### config.mk
export PLATFORM = sky130hd
export DESIGN_NAME = clock_source_select_top
export DESIGN_NICKNAME = d
export VERILOG_FILES = /design/src/clk_enable_div.v /design/src/clock_source_select_top.v
export VERILOG_INCLUDE_DIRS = /design/src
export SDC_FILE = /design/constraint.sdc
export NUM_CORES = 1
export LEC_CHECK = 0
export BUFFER_PORTS_ARGS = -buffer_cell sky130_fd_sc_hd__buf_2
export CORE_ASPECT_RATIO = 1.5
export CORE_MARGIN = 3
export CORE_UTILIZATION = 49
export CTS_BUF_LIST = sky130_fd_sc_hd__clkbuf_8 sky130_fd_sc_hd__clkbuf_16
export DETAILED_ROUTE_END_ITERATION = 16
export PLACE_DENSITY = 0.77
export SLEW_MARGIN = 20
export SYNTH_ARGS = -nofsm -noshare
export SYNTH_HDL_FRONTEND = slang
export SYNTH_SLANG_ARGS = --single-unit
### constraint.sdc
create_clock -name ref_clk_i -period 1.8 [get_ports ref_clk_i]
set_input_delay 0.27 -clock ref_clk_i [delete_from_list [all_inputs] [get_ports ref_clk_i]]
set_output_delay 0.27 -clock ref_clk_i [all_outputs]
set_load 0.05 [all_outputs]
### src/clk_select_defs.vh
// Constants for the system and USB clock source selection block
`ifndef CLK_SELECT_DEFS_VH
`define CLK_SELECT_DEFS_VH

// Register address on the special-function-register bus
`define CSS_ADDR            8'hA9
`define CSS_RESET           8'h00
// Field positions
`define SYS_FIELD_HI        2
`define SYS_FIELD_LO        0
`define OUT_SYNC_BIT        3
`define USB_FIELD_HI        6
`define USB_FIELD_LO        4
`define WRITE_MASK          8'h7F
// System clock source codes
`define SYS_HF_SCALED       3'h0
`define SYS_EXT             3'h1
`define SYS_HF_DIV2         3'h2
`define SYS_HF_FULL         3'h3
`define SYS_LF_SCALED       3'h4
// USB clock source codes
`define USB_HF_FULL         3'h0
`define USB_HF_DIV8         3'h1
`define USB_EXT_FULL        3'h2
`define USB_EXT_DIV2        3'h3
`define USB_EXT_DIV3        3'h4
`define USB_EXT_DIV4        3'h5
`define USB_LF_FULL         3'h6
// High-frequency divider codes
`define HFDIV_8             2'h0
`define HFDIV_4             2'h1
`define HFDIV_2             2'h2
`define HFDIV_1             2'h3
// Divider counter widths and limits
`define DIV_CNT_W           5
`define PRE_DIV4_LAST       5'h03
`define DIV1_LAST           5'h00
`define DIV2_LAST           5'h01
`define DIV3_LAST           5'h02
`define DIV4_LAST           5'h03
`define DIV8_LAST           5'h07
`define DIV16_LAST          5'h0F
`define DIV32_LAST          5'h1F
`define LF_DIV_W            2

`endif

### src/clk_enable_div.v
// Divide-by-N enable pulse generator driven by a source tick
`timescale 1ns/1ps
module clk_enable_div (
    // Clock and reset
    input  wire       ref_clk_i,
    input  wire       srst_i,
    // Source tick and divide control
    input  wire       tick_i,
    input  wire [4:0] last_i,
    // Divided tick output
    output wire       tick_o
);
    reg [4:0] count;    // Ticks seen in the current period

    // Count source ticks, wrap at the last index
    always @(posedge ref_clk_i) begin
        if (srst_i) begin
            count <= 5'h00;
        end else if (tick_i) begin
            if (count >= last_i) begin
                count <= 5'h00;
            end else begin
                count <= count + 5'h01;
            end
        end
    end

    // One pulse per period, on the wrapping tick
    assign tick_o = tick_i && (count >= last_i);
endmodule // clk_enable_div

### src/clock_source_select_top.v
// Clock source selection for the system and USB clocks with its control register
//
// Functional notes
// - Code 000 selects HF oscillator via divider
// - Code 001 selects external oscillator directly
// - Code 010 selects HF oscillator halved
// - Code 011 selects undivided HF oscillator
// - Code 100 selects LF oscillator via divider
// - USB field bits 6:4; 000 undivided HF
// - USB code 001 gives HF divided by eight
// - USB 010 external, 011 external halved
// - USB 100 external/3, 101 external/4
// - USB 110 LF oscillator; 111 reserved
// - Bit 3 picks raw or synchronized pin clock
// - Bit 7 reads zero, writes ignored
// - External oscillator always offered to peripherals
// - HF fixed /4 then /8,/4,/2,/1
// - HF oscillator base is 48 MHz
//
// Oscillators arrive as one-cycle ticks on ref_clk_i; each selected clock
// leaves as a tick stream, which keeps the whole block in one domain.
`timescale 1ns/1ps
`include "clk_select_defs.vh"
module clock_source_select_top (
    // Clock and reset
    input  wire       ref_clk_i,
    input  wire       srst_i,
    // Special-function-register bus
    input  wire [7:0] sfr_addr_i,
    input  wire [7:0] sfr_wdata_i,
    input  wire       sfr_wr_i,
    input  wire       sfr_rd_i,
    output wire [7:0] sfr_rdata_o,
    // Oscillator source ticks
    input  wire       hf_osc_tick_i,
    input  wire       ext_osc_tick_i,
    input  wire       lf_osc_tick_i,
    // Divider fields held in the oscillator control registers
    input  wire [1:0] hf_osc_divider_field_i,
    input  wire [1:0] lf_osc_divider_field_i,
    // Port I/O synchronizing strobe
    input  wire       port_io_strobe_i,
    // Selected clocks
    output reg        system_clock_o,
    output reg        usb_clock_o,
    output reg        pin_clock_o,
    output wire       periph_ext_clock_o,
    // Current selection
    output wire [2:0] sys_clock_source_field_o,
    output wire [2:0] usb_clock_source_field_o,
    output wire       pin_clock_output_sync_sel_o
);
    // Control register fields
    reg  [2:0] sys_clock_source_field;      // System clock source code
    reg  [2:0] usb_clock_source_field;      // USB clock source code
    reg        pin_clock_output_sync_sel;   // Pin clock sync select
    reg        sync_hold;                   // System tick held until the port strobe

    // Derived tick streams
    wire       hf_quarter;   // HF after fixed divide-by-four
    wire       hf_scaled;    // HF quarter after programmable divider
    wire       hf_half;      // HF halved
    wire       hf_eighth;    // HF divided by eight
    wire       ext_div2;     // External halved
    wire       ext_div3;     // External divided by three
    wire       ext_div4;     // External divided by four
    wire       lf_scaled;    // LF after programmable divider

    // Divide limits chosen by the fields
    reg  [4:0] hf_last;      // Programmable HF divider limit
    reg  [4:0] lf_last;      // Programmable LF divider limit
    reg        next_sys;     // Next system clock tick
    reg        next_usb;     // Next USB clock tick
    reg        usb_valid;    // USB code is a defined one

    // Register write; bit 7 not stored
    always @(posedge ref_clk_i) begin
        if (srst_i) begin
            sys_clock_source_field    <= `SYS_HF_SCALED;
            usb_clock_source_field    <= `USB_HF_FULL;
            pin_clock_output_sync_sel <= 1'b0;
        end else if (sfr_wr_i && (sfr_addr_i == `CSS_ADDR)) begin
            // Reserved system codes leave the old selection in place
            if (sfr_wdata_i[`SYS_FIELD_HI:`SYS_FIELD_LO] <= `SYS_LF_SCALED) begin
                sys_clock_source_field <= sfr_wdata_i[`SYS_FIELD_HI:`SYS_FIELD_LO];
            end
            usb_clock_source_field    <= sfr_wdata_i[`USB_FIELD_HI:`USB_FIELD_LO];
            pin_clock_output_sync_sel <= sfr_wdata_i[`OUT_SYNC_BIT];
        end
    end

    // Read data; bit 7 always zero, other addresses read zero
    assign sfr_rdata_o = (sfr_rd_i && (sfr_addr_i == `CSS_ADDR)) ?
        ({1'b0, usb_clock_source_field, pin_clock_output_sync_sel,
          sys_clock_source_field} & `WRITE_MASK) : 8'h00;

    // Programmable divider limits
    always @* begin
        case (hf_osc_divider_field_i)
            `HFDIV_8: hf_last = `DIV8_LAST;
            `HFDIV_4: hf_last = `DIV4_LAST;
            `HFDIV_2: hf_last = `DIV2_LAST;
            default:  hf_last = `DIV1_LAST;
        endcase
        // LF divider uses the same code table as the HF one
        case (lf_osc_divider_field_i)
            `HFDIV_8: lf_last = `DIV8_LAST;
            `HFDIV_4: lf_last = `DIV4_LAST;
            `HFDIV_2: lf_last = `DIV2_LAST;
            default:  lf_last = `DIV1_LAST;
        endcase
    end

    // Fixed divide-by-four on the 48 MHz HF source
    clk_enable_div u_hf_pre (
        .ref_clk_i (ref_clk_i),
        .srst_i    (srst_i),
        .tick_i    (hf_osc_tick_i),
        .last_i    (`PRE_DIV4_LAST),
        .tick_o    (hf_quarter)
    );

    // Programmable HF post-divider
    clk_enable_div u_hf_post (
        .ref_clk_i (ref_clk_i),
        .srst_i    (srst_i),
        .tick_i    (hf_quarter),
        .last_i    (hf_last),
        .tick_o    (hf_scaled)
    );

    // HF halved
    clk_enable_div u_hf_div2 (
        .ref_clk_i (ref_clk_i),
        .srst_i    (srst_i),
        .tick_i    (hf_osc_tick_i),
        .last_i    (`DIV2_LAST),
        .tick_o    (hf_half)
    );

    // HF divided by eight for USB
    clk_enable_div u_hf_div8 (
        .ref_clk_i (ref_clk_i),
        .srst_i    (srst_i),
        .tick_i    (hf_osc_tick_i),
        .last_i    (`DIV8_LAST),
        .tick_o    (hf_eighth)
    );

    // External halved
    clk_enable_div u_ext_div2 (
        .ref_clk_i (ref_clk_i),
        .srst_i    (srst_i),
        .tick_i    (ext_osc_tick_i),
        .last_i    (`DIV2_LAST),
        .tick_o    (ext_div2)
    );

    // External divided by three
    clk_enable_div u_ext_div3 (
        .ref_clk_i (ref_clk_i),
        .srst_i    (srst_i),
        .tick_i    (ext_osc_tick_i),
        .last_i    (`DIV3_LAST),
        .tick_o    (ext_div3)
    );

    // External divided by four
    clk_enable_div u_ext_div4 (
        .ref_clk_i (ref_clk_i),
        .srst_i    (srst_i),
        .tick_i    (ext_osc_tick_i),
        .last_i    (`DIV4_LAST),
        .tick_o    (ext_div4)
    );

    // Programmable LF post-divider
    clk_enable_div u_lf_post (
        .ref_clk_i (ref_clk_i),
        .srst_i    (srst_i),
        .tick_i    (lf_osc_tick_i),
        .last_i    (lf_last),
        .tick_o    (lf_scaled)
    );

    // System clock source multiplexer
    always @* begin
        case (sys_clock_source_field)
            `SYS_HF_SCALED: next_sys = hf_scaled;
            `SYS_EXT:       next_sys = ext_osc_tick_i;
            `SYS_HF_DIV2:   next_sys = hf_half;
            `SYS_HF_FULL:   next_sys = hf_osc_tick_i;
            `SYS_LF_SCALED: next_sys = lf_scaled;
            default:        next_sys = 1'b0;
        endcase
    end

    // USB clock source multiplexer
    always @* begin
        usb_valid = 1'b1;
        case (usb_clock_source_field)
            `USB_HF_FULL:  next_usb = hf_osc_tick_i;
            `USB_HF_DIV8:  next_usb = hf_eighth;
            `USB_EXT_FULL: next_usb = ext_osc_tick_i;
            `USB_EXT_DIV2: next_usb = ext_div2;
            `USB_EXT_DIV3: next_usb = ext_div3;
            `USB_EXT_DIV4: next_usb = ext_div4;
            `USB_LF_FULL:  next_usb = lf_osc_tick_i;
            default: begin
                // Reserved code gives no USB clock
                next_usb  = 1'b0;
                usb_valid = 1'b0;
            end
        endcase
    end

    // Registered clock ticks and pin output
    always @(posedge ref_clk_i) begin
        if (srst_i) begin
            system_clock_o <= 1'b0;
            usb_clock_o    <= 1'b0;
            pin_clock_o    <= 1'b0;
            sync_hold      <= 1'b0;
        end else begin
            system_clock_o <= next_sys;
            usb_clock_o    <= next_usb && usb_valid;
            // Capture a system tick until the port strobe releases it;
            // a tick on a strobe cycle leaves at once, so it is not held
            if (next_sys && !port_io_strobe_i) begin
                sync_hold <= 1'b1;
            end else if (port_io_strobe_i) begin
                sync_hold <= 1'b0;
            end
            if (pin_clock_output_sync_sel) begin
                pin_clock_o <= (sync_hold || next_sys) && port_io_strobe_i;
            end else begin
                pin_clock_o <= next_sys;
            end
        end
    end

    // External oscillator stays available to timers and capture array
    assign periph_ext_clock_o = ext_osc_tick_i;

    // Selection status
    assign sys_clock_source_field_o    = sys_clock_source_field;
    assign usb_clock_source_field_o    = usb_clock_source_field;
    assign pin_clock_output_sync_sel_o = pin_clock_output_sync_sel;
endmodule // clock_source_select_top

# After elaboration in Yosys (flattened, before gate mapping)
# Index checks and enable logic that the tools add are counted.
# W data, S select, Z words.
[totals]
n_memories = 0
input_bits = 28
rom_bits = 0
latch_bits = 0
reg_bits = 51
ramBits = 0
[op_classes]
mul = 0
div = 0
mux = 17
order_cmp = 9
n_bitwise = 0
add_sub_neg = 8
n_shift = 0
eq_ne = 15
n_reduce_logical = 22
[ops]
columns = ["op", "count"]
rows = [
  ["$add A5 B1 Y5 const B", 8],
  ["$mux W5", 8],
  ["$pmux W3 S3", 2],
  ["$ge A5 B2 Y1 const B", 3],
  ["$logic_and A1 B1 Y1", 13],
  ["$eq A3 B2 Y1 const B", 4],
  ["$eq A3 B3 Y1 const B", 4],
  ["$ge A5 B1 Y1 const B", 2],
  ["$ge A5 B3 Y1", 2],
  ["$eq A8 B8 Y1 const B", 1],
  ["$mux W7", 1],
  ["$pmux W1 S7", 1],
  ["$reduce_or A7 Y1", 1],
  ["$eq A3 B1 Y1 const B", 2],
  ["$logic_not A3 Y1", 2],
  ["$ge A5 B3 Y1 const B", 1],
  ["$pmux W1 S5", 1],
  ["$eq A2 B1 Y1 const B", 2],
  ["$eq A2 B2 Y1 const B", 2],
  ["$logic_not A2 Y1", 2],
  ["$mux W1", 4],
  ["$le A3 B3 Y1 const B", 1],
  ["$reduce_and A2 Y1", 1],
  ["$reduce_bool A2 Y1", 1],
  ["other kinds (2)", 2],
]

# Logic depth before layout (Yosys ltp)
# Gate-level depths: netlist (run 1).
[logic_depth]
ltp_word = 8
depth_mapped = 6

# By module
# Synthesis (run 1) repeated with hierarchy kept, for this count alone.
[unflattened]
hier_cells = 395
area_unflattened_um2 = 3628.5
[by_module_without_submodules]
columns = ["mod", "area_per_inst_um2", "cells_per_inst", "seq_area_each_um2", "n_inst"]
rows = [
  ["clk_enable_div", 367.9, 40, 100.1, 8],
  ["clock_source_select_top", 685.7, 75, 220.2, 1],
]

# Least setup slack after synthesis (run 1)
# Ideal clock, no wire load.
[synth_path]
kind = "reg-to-reg"
startpoint = "register sys_clock_source_field[2], in the netlist sys_clock_source_field_o[2]"
endpoint = "register sync_hold"
t_arrival_ns = 1.707
setup_slack_ns = 0.002
stages_incl_launch_ff = 5
required_time_ns = 1.709
path_buffers = 0
path_cell_list = "dfxtp_1 > inv_1 > or3_1 > or3_1 > a311oi_1"
[synth_via]
elab_chain_len = 4
[synth_rtl]
columns = ["item", "line", "source"]
rows = [
  ["start: declaration", "clock_source_select_top.v:54", "reg [2:0] sys_clock_source_field;"],
  ["start signal: assignment", "clock_source_select_top.v:79", "sys_clock_source_field <= `SYS_HF_SCALED;"],
  ["start signal: assignment", "clock_source_select_top.v:85", "sys_clock_source_field <= sfr_wdata_i[`SYS_FIELD_HI:`SYS_FIELD_LO];"],
  ["$eq A3 B3 Y1, or another cell as far along", "clock_source_select_top.v:188", "case (sys_clock_source_field)"],
  ["$pmux W1 S5 (*)", "clock_source_select_top.v:188", ""],
  ["$logic_and A1 B1 Y1 (*)", "clock_source_select_top.v:229", "if (next_sys && !port_io_strobe_i) begin"],
  ["$mux W1 / $reduce_bool A2 Y1 (equally long branches)", "--", ""],
  ["end signal: assignment", "clock_source_select_top.v:223", "sync_hold <= 1'b0;"],
  ["end signal: assignment", "clock_source_select_top.v:230", "sync_hold <= 1'b1;"],
  ["end signal: assignment", "clock_source_select_top.v:232", "sync_hold <= 1'b0;"],
  ["end: declaration", "clock_source_select_top.v:57", "reg sync_hold;"],
]
# Every way passes the cells marked *; elsewhere a longest branch is shown, timed or not.
# A chain may end at the register's enable or synchronous reset.

# Worst setup path in the final report (run 1)
[layout_path]
startpoint = "register u_hf_div2.count[2]"
endpoint = "register sync_hold"
[layout_via]
elab_chain_len = 5
[layout_rtl]
columns = ["item", "line", "source"]
rows = [
  ["start: declaration", "clk_enable_div.v:13", "reg [4:0] count;"],
  ["start signal: assignment", "clk_enable_div.v:23", "count <= count + 5'h01;"],
  ["$ge A5 B1 Y1 (*)", "clk_enable_div.v:29", "assign tick_o = tick_i && (count >= last_i);"],
  ["$logic_and A1 B1 Y1 (*)", "clk_enable_div.v:29", ""],
  ["$pmux W1 S5 (*)", "clock_source_select_top.v:188", ""],
  ["$logic_and A1 B1 Y1 (*)", "clock_source_select_top.v:229", ""],
  ["$mux W1 / $reduce_bool A2 Y1 (equally long branches)", "--", ""],
]
# Marks and branches as above.

==> results of run 1 <==
==> worst register-to-register path: stages (launching register included) <==
cell and delay, ps:
dfxtp_1 350, or4_1 510, or4_1 430, a31oi_1 180
a311oi_1 100
==> worst paths after layout <==
check / slack [ps] / to / cells after the start
max: 120 / sync_hold$_SDFFE_PP0P_ / 4
min: 140 / sync_hold$_SDFFE_PP0P_ / 2
max reg2reg: 120 / sync_hold$_SDFFE_PP0P_ / 4
min reg2reg: 470 / u_hf_div8.count[3]$_SDFFE_PP0P_ / 2
==> layer usage <==
layer | wire length (um) | track usage [%]
met2 | 2460 | 30.4
met1 | 2110 | 19.6
met5 | 0 | 0
met3 | 181 | 3.40
met4 | 67 | 6.67
==> cell usage in the layout, fill, tap and decap left out, types with 3 or more instances in the layout <==
master / count
nand2_1: 17
inv_1: 11
clkbuf_8: 6
nor4_1: 3
buf_2: 44
a211oi_1: 6
nor3_1: 6
nand4_1: 9
and2_1: 14
buf_4: 7
o21ai_0: 6
dfxtp_1: 51
or3_1: 3
mux2i_1: 7
xor2_1: 12
or4_1: 4
nor2_1: 41
nand3_1: 8
xnor2_1: 5
ha_1: 17
a31oi_1: 4
a21oi_1: 13
a21o_1: 5
==> cells by family (layout without fill, tap and decap cells) <==
logic type                 count (synthesis)  after routing  share of synthesized area, %
other                                      1              1                         0.153
adders and majority gates                 17             17                          8.66
AOI/OAI and AO/OA                         45             45                          12.4
muxes                                      7              7                          2.85
DFF                                       51             51                          41.6
buffers and inverters                     23             69                          3.82
and+or+nand+nor                          118            118                          24.5
xor gates and xnor gates                  17             17                          6.06
==> layout make-up <==
type                       count  share of cell area, %
tap                           64                   2.81
timing repair buffer          51                   9.57
clock buffer                   6                   2.90
sequential                    51                   35.8
clock inverter                 1                  0.176
multi-input combinational    205                   47.3
inverter                      11                   1.45
==> power groups by stage <==
| stage | clock [mW] | sequential, mW | combinational [mW] |
|---|---|---|---|
| after detailed placement | 0 | 1.22 | 0.245 |
| after global placement | 0 | 1.21 | 0.236 |
| after global routing | 0.693 | 1.19 | 0.279 |
| after floorplan | 0 | 1.22 | 0.164 |
| after CTS | 0.669 | 1.19 | 0.246 |
| final | 0.646 | 1.19 | 0.243 |
==> metrics by stage <==
step / cells / setup TNS, ps / utilization [%]
after floorplan: 279 / 0 / -
after global placement: 382 / -645 / 58.7
after detailed placement: 382 / -848 / 58.7
after CTS: 389 / 0 / 60.6
after global routing: 389 / 0 / 60.7
final: 389 / 0 / 60.7
==> flip-flops by register name, summed over array words and instances (netlist names) <==
name	cells
pin_clock_o	1
pin_clock_output_sync_sel_o	1
sync_hold	1
sys_clock_source_field_o	3
system_clock_o	1
u_ext_div2.count	5
u_ext_div3.count	5
u_ext_div4.count	5
u_hf_div2.count	5
u_hf_div8.count	5
u_hf_post.count	5
u_hf_pre.count	5
u_lf_post.count	5
usb_clock_o	1
usb_clock_source_field_o	3
==> impl_metrics.ini, run 1 <==
[pwr]
swShare_pct = 24.5
p_sw_mw = 0.510
power_mw = 2.08
power_density_mw_per_mm2 = 729
p_comb_share_pct = 11.7
p_seq_share_pct = 57.2
intPower_mw = 1.57
ir_drop_v = 0.000579
p_clk_share_pct = 31.1
total_leakage_power_nw = 1.27

[placed_design]
hpwlAfterDp_um = 3630
dpl_worst_slack_ps = -133
io_buffers = 44
routabilityCongestion = 0.799
place_area_mm2 = 0.00276

[setup_path]
r2r-start = u_hf_div2.count[2]$_SDFFE_PP0P_
crit_start = u_hf_div2.count[2]$_SDFFE_PP0P_
critPathRequiredTime_ps = 1990
path_max_fanout = 4
crit_top_cell = or4_1
crit_slowest_cell = or4_1
critPathTopFamily = simple AND/OR/NAND/NOR gates
worst-path-buf-inv = 0
max_stage_delay_ps = 510
end_kind = flop
crit_arrival_ps = 1870
critPathKind = reg2reg
start_kind = flop
path_cells = or4_1 -> or4_1 -> a31oi_1 -> a311oi_1

[clock_network]
cts_hold_buf = 0
post_cts_buffers = 0
clk_pin_slew_ps = 90
cts_buffers = 5
cts_tree = done
clk-insertion-delay-late_ps = 300
clockBufferDepth = 2
clock-root-buffer = clkbuf_8
cts_resized = 0
cts_sinks = 51
cts_max_level = 2

[floorplanning]
die_h_um = 92.7
start_util_pct = 52.3
num_rows = 30
die_area_mm2 = 0.00592
ioPinCount = 47
coreArea_mm2 = 0.00469
die-width_um = 63.8

[synth]
syn_nets = 324
synth_top_area_share_pct = 41.6
synth_cell_types = 40
ys.flop_type = dfxtp_1
async_reset_ff_share_pct = 0
synth_common_cells = dfxtp_1 (51), nor2_1 (41), ha_1 (17), nand2_1 (17), and2_1 (14)
netlist_instances = 279
syn_area_per_cell_um2 = 8.80
netlist_area_mm2 = 0.00246
synth-seq-cells = 51
yosysSeqAreaShare_pct = 41.6
yosys-top-cells-area = dfxtp_1 (42%), ha_1 (8.7%), nor2_1 (6.3%), xor2_1 (4.3%), and2_1 (3.6%)
yosys_warnings = 0
yosysTopAreaCell = dfxtp_1
synth_edf_count = 0
yosysMostFrequentCell = dfxtp_1

[sta]
tightest_slew_ps = 512
finalSetupViolCount = 0
hold_viol = 0
setup_slack_ps = 118
max_freq_mhz = 594
holdWs_ps = 137
maxSlewHeadroom_pct = 65.5
period_needed_ps = 1680
maxSlewViolCount = 0
rsz0062_at_grt = false
fin_crit_sh_pct = 93.5
clock_skew_ps = 9.96

[final_layout]
seqCellArea_mm2 = 0.00102
drive_above_1_share_pct = 20.9
fin_area_mm2 = 0.00285
multi_input_area_mm2 = 0.00135
area_delta_synth_final_pct = 16.0
nets = 370
insertedDiodeCount = 0
fill_cells = 421

[outcome]
status = finished clean

[worst_hold_path]
worst_hold_path_type = in2reg
worstHoldStart = port_io_strobe_i

[grt]
overflow = 0
grt_pass1_wl_um = 8220
grt_pass1_vias = 1954
grtUsageTotal_pct = 17.0
antenna_found_initial = 0
grt_max_degree = 18

[routing]
initialDrtViolationCount = 86
wl_per_cell_um = 12.4
drt-vias-per-instance = 5.34
totalWireLength_um = 4820
drtPass1Iterations = 4
vias = 2079
drc_errors = 0
ant_nets = 0

[run]
max-cap-violations = 0
Note: power is estimated with default switching activity, not from simulation.
==> run 2, diff against run 1 <==
==> constraint.sdc (replaced) <==
create_clock -name ref_clk_i -period 1.8 [get_ports ref_clk_i]
set_input_delay 0.36 -clock ref_clk_i [delete_from_list [all_inputs] [get_ports ref_clk_i]]
set_output_delay 0.36 -clock ref_clk_i [all_outputs]
set_load 0.05 [all_outputs]
==> run 2 against run 1 <==
Core utilization up 2.8 points. Clock power up 7.4%. Register-to-register slack about the same. Clock skew down 3.2 ps. Fmax down 4.9%. Sequential cell count unchanged. Non-clock buffer count up 9. Count of clock-buffer cells in the layout unchanged. Critical path depth up 2.
==> impl_metrics.ini, run 2 (synthesis results as in run 1) <==
[setup_path]
cp_num_cells = 6
rr_worst_depth = 4
critPathRequiredTime_ps = 1440
max_stage_delay_ps = 310
critPathTopFamily = simple AND/OR/NAND/NOR gates
crit_slowest_cell = and4bb_2
crit_top_cell = buf_4
worst-path-buf-inv = 3
path_cells = buf_2 -> and4bb_2 -> and3_4 -> buf_4 -> and2_1 -> buf_4
path_max_fanout = 4
end_kind = output port
start_kind = primary input
crit_arrival_ps = 1410
critPathKind = in2out

[final_layout]
nets = 379
area_delta_synth_final_pct = 21.4
mostFrequentLayoutCells = dfxtp_1 (51), nor2_1 (41), buf_2 (37)
drive_above_1_share_pct = 24.5
fin_area_mm2 = 0.00298
final_common_cell = dfxtp_1
seqCellArea_mm2 = 0.00102
insertedDiodeCount = 0
multi_input_area_mm2 = 0.00136
fill_cells = 422

[run]
max-cap-violations = 0

[floorplanning]
die-width_um = 63.8
die_h_um = 92.7
coreArea_mm2 = 0.00469
start_util_pct = 52.3
die_area_mm2 = 0.00592
ioPinCount = 47
num_rows = 30

[clock_network]
cts_tree = done
cts_hold_buf = 0
cts_buffers = 5
clk_pin_slew_ps = 90
cts_sinks = 51
clock-root-buffer = clkbuf_8
cts_max_level = 2
clockBufferDepth = 2
post_cts_buffers = 0
clk-insertion-delay-late_ps = 300

[placed_design]
io_buffers = 44
place_area_mm2 = 0.00282
hpwlAfterDp_um = 3900
routabilityCongestion = 0.794

[pwr]
power_mw = 2.14
total_leakage_power_nw = 1.32
power_density_mw_per_mm2 = 717
ir_drop_v = 0.000602

[routing]
vias = 2141
wl_per_cell_um = 13.0
ant_nets = 0
drtPass1Iterations = 4
drt-vias-per-instance = 5.37
totalWireLength_um = 5200
drc_errors = 0
initialDrtViolationCount = 77

[sta]
period_needed_ps = 1770
hold_viol = 0
clock_skew_ps = 6.71
holdWs_ps = 213
maxSlewViolCount = 0
max_freq_mhz = 565
finalSetupViolCount = 0
fin_crit_sh_pct = 98.3

[worst_hold_path]
min_delay_path_depth = 2
worst_hold_path_type = in2reg

[grt]
grt_pass1_wl_um = 9050
antenna_found_initial = 0
grtUsageTotal_pct = 19.0
grt_max_degree = 18
overflow = 0
grt_pass1_vias = 2103

[outcome]
status = finished clean
[run 2: layer usage]
layer  track usage [%]  wire length (um)  vias up
met5                 0                 0        -
met4              8.11               127        0
met3              4.49               170       12
met2              32.7              2710       39
met1              22.1              2180     1004
li1                  -                 -     1086
[run 2: cell type report]
| class | count | share of cell area, % |
|---|---|---|
| timing repair buffer | 60 | 12.8 |
| clock buffer | 6 | 2.77 |
| clock inverter | 2 | 0.545 |
| tap | 64 | 2.68 |
| sequential | 51 | 34.2 |
| multi-input combinational | 205 | 45.6 |
| inverter | 11 | 1.38 |
[run 2: final timing paths]
kind / start / to / slack, ps
min: port_io_strobe_i / sync_hold$_SDFFE_PP0P_ / 210
max reg2reg: u_hf_div2.count[2]$_SDFFE_PP0P_ / sync_hold$_SDFFE_PP0P_ / 130
min reg2reg: u_hf_div8.count[3]$_SDFFE_PP0P_ / u_hf_div8.count[3]$_SDFFE_PP0P_ / 480
max: sfr_addr_i[1] / sfr_rdata_o[1] / 30
[run 2: power by group]
part / switching, mW / internal [mW]
logic: 0.140 / 0.117
registers: 0.0292 / 1.16
clock network: 0.380 / 0.314
total: 0.550 / 1.59
[run 2: metrics by stage]
stage	TNS [ps]	worst slack (ps)	util, %	std cells
5_1_grt	-26.9	-20.0	63.6	399
3_5_place_dp	-2080	-240	60.2	391
6_report	0	30.6	63.6	399
3_3_place_gp	-1550	-189	60.2	391
4_1_cts	0	4.80	62.7	399
2_1_floorplan	0	2.30	-	279
[run 2: what timing repair did]
item | in CTS | in global routing
endpoints found under the hold margin | 0 | 0
gates resized for setup | 8 | 11
pin swaps | 0 | 2
setup endpoints to repair | 7 | 19
gates cloned | 0 | 0
==> run 3, diff against run 2 <==
--- a/config.mk
+++ b/config.mk
@@ -7,7 +7,7 @@
 export NUM_CORES = 1
 export LEC_CHECK = 0
 export BUFFER_PORTS_ARGS = -buffer_cell sky130_fd_sc_hd__buf_2
-export CORE_ASPECT_RATIO = 1.5
+export CORE_ASPECT_RATIO = 0.8
 export CORE_MARGIN = 3
 export CORE_UTILIZATION = 49
 export CTS_BUF_LIST = sky130_fd_sc_hd__clkbuf_8 sky130_fd_sc_hd__clkbuf_16
==> run 3 against run 2 <==
Critical path depth down 1. Die area down 0.20%. Largest cell class unchanged. Combinational power about the same. Clock skew up 1.1 ps. Final area down 2.1%. Routed wire length up 1.9%. Fmax up 0.79%.
==> impl_metrics.ini, run 3 (synthesis results as in run 1) <==
[setup_path]
rr_worst_depth = 4
path_max_fanout = 7
critPathKind = in2out
rrSetupSlack_ps = 110
r2r-start = u_hf_div2.count[1]$_SDFFE_PP0P_
start_kind = primary input
rr_endpoint = sync_hold$_SDFFE_PP0P_
end_kind = output port
max_stage_delay_ps = 300
path_cells = buf_2 -> and4bb_2 -> and3_2 -> and2_1 -> clkbuf_4
critPathRequiredTime_ps = 1440
crit_slowest_cell = and4bb_2
crit_arrival_ps = 1400

[routing]
drtPass1Iterations = 4
vias = 2099
ant_nets = 0
drc_errors = 0
initialDrtViolationCount = 136
drt-vias-per-instance = 5.34
wl_per_cell_um = 13.5
totalWireLength_um = 5300

[floorplanning]
num_rows = 22
die-width_um = 85.2
coreArea_mm2 = 0.00471
die_area_mm2 = 0.00590
start_util_pct = 52.2
ioPinCount = 47
die_h_um = 69.3

[clock_network]
clk-insertion-delay-late_ps = 300
clockBufferDepth = 2
clk_pin_slew_ps = 90
cts_sinks = 51
cts_max_level = 2
cts_buffers = 5
cts_tree = done
clock-root-buffer = clkbuf_8

[worst_hold_path]
worst_hold_path_type = in2reg
min_delay_path_depth = 2
hold_path_end = sync_hold$_SDFFE_PP0P_
worstHoldStart = port_io_strobe_i

[pwr]
total_leakage_power_nw = 1.31
ir_drop_v = 0.000479
power_density_mw_per_mm2 = 725

[final_layout]
final_common_cell = dfxtp_1
nets = 378
seqCellArea_mm2 = 0.00102
insertedDiodeCount = 0
area_delta_synth_final_pct = 19.0
fill_cells = 403
drive_above_1_share_pct = 22.8
final_util_pct = 62.1
mostFrequentLayoutCells = dfxtp_1 (51), nor2_1 (41), buf_2 (37)
multi_input_area_mm2 = 0.00134

[placed_design]
hpwlAfterDp_um = 4010
routabilityCongestion = 0.815
io_buffers = 44

[sta]
max_freq_mhz = 570
hold_viol = 0
final.setup.tns_ps = 0
fin_crit_sh_pct = 97.5
clock_skew_ps = 7.79
maxSlewViolCount = 0
rsz0062_at_grt = false
finalSetupViolCount = 0
period_needed_ps = 1760

[run]
max-cap-violations = 0

[grt]
grtUsageTotal_pct = 18.8
overflow = 0
antenna_found_initial = 0
grt_pass1_wl_um = 8960
grt_max_degree = 18
grt_pass1_vias = 1944

[outcome]
status = finished clean
## run 3: cell types whose count changed in the layout (fill, tap and decap cells not counted), moves of 2 or more
| cell | before | now |
|---|---|---|
| and2_4 | 2 | 0 |
| and2_1 | 12 | 14 |
| clkbuf_4 | 0 | 4 |
| buf_6 | 6 | 1 |
## run 3: report_power, final
part / switching [mW] / internal [mW]
logic: 0.145 / 0.115
clock network: 0.366 / 0.303
registers: 0.0303 / 1.16
total: 0.541 / 1.58
## run 3: area by class of cell
| class | count | area share (%) |
|---|---|---|
| clock buffers | 6 | 2.83 |
| clock inverters | 1 | 0.171 |
| inverters | 11 | 1.41 |
| multi-input cells | 205 | 46.0 |
| flip-flops and latches | 51 | 34.9 |
| well taps | 60 | 2.57 |
| repair buffers | 59 | 12.1 |
## run 3: worst max-delay path by stage
stage | startpoint | end | slack [ps]
after floorplan | sys_clock_source_field_o[2]$_SDFFE_PP0P_ | sync_hold$_SDFFE_PP0P_ | 2
after global placement | lf_osc_divider_field_i[1] | u_lf_post.count[1]$_SDFFE_PP0P_ | -190
after detailed placement | lf_osc_divider_field_i[1] | u_lf_post.count[1]$_SDFFE_PP0P_ | -280
after CTS | sfr_addr_i[1] | sfr_rdata_o[4] | 1
after global routing | sfr_addr_i[1] | sfr_rdata_o[1] | 2
final | sfr_addr_i[1] | sfr_rdata_o[4] | 40
## run 3: layer usage
metal | track usage [%] | vias to the layer above | share of wire (%)
met2 | 30.1 | 42 | 46
met5 | 0 | - | 0
met4 | 4.75 | 0 | 0.72
met3 | 4.51 | 4 | 3.8
met1 | 25.4 | 967 | 49
li1 | - | 1086 | -
## run 3: critical path, delay by kind of cell
kind	cells	cell delay [ps]
buffers and inverters	2	330
and+or+nand+nor	3	700
## run 3: repair_timing
item | CTS | global route
endpoints found under the hold margin | 0 | 0
endpoints found under the setup margin | 7 | 11
hold buffers | 0 | 0
gates resized for setup | 3 | 8
buffers inserted | 0 | 0
## run 3: stage by stage
| stage | instances | instance area [um2] | hold WS, ps | worst slack (ps) | total power, mW |
|---|---|---|---|---|---|
| 5_1_grt | 393 | 2920 | 231 | 1.84 | 2.20 |
| 6_report | 393 | 2920 | 234 | 44.6 | 2.12 |
| 2_1_floorplan | 279 | 2460 | 431 | 2.30 | 1.38 |
| 3_5_place_dp | 386 | 2810 | 449 | -276 | 1.47 |
| 3_3_place_gp | 386 | 2810 | 451 | -186 | 1.46 |
| 4_1_cts | 393 | 2910 | 224 | 1.14 | 2.12 |
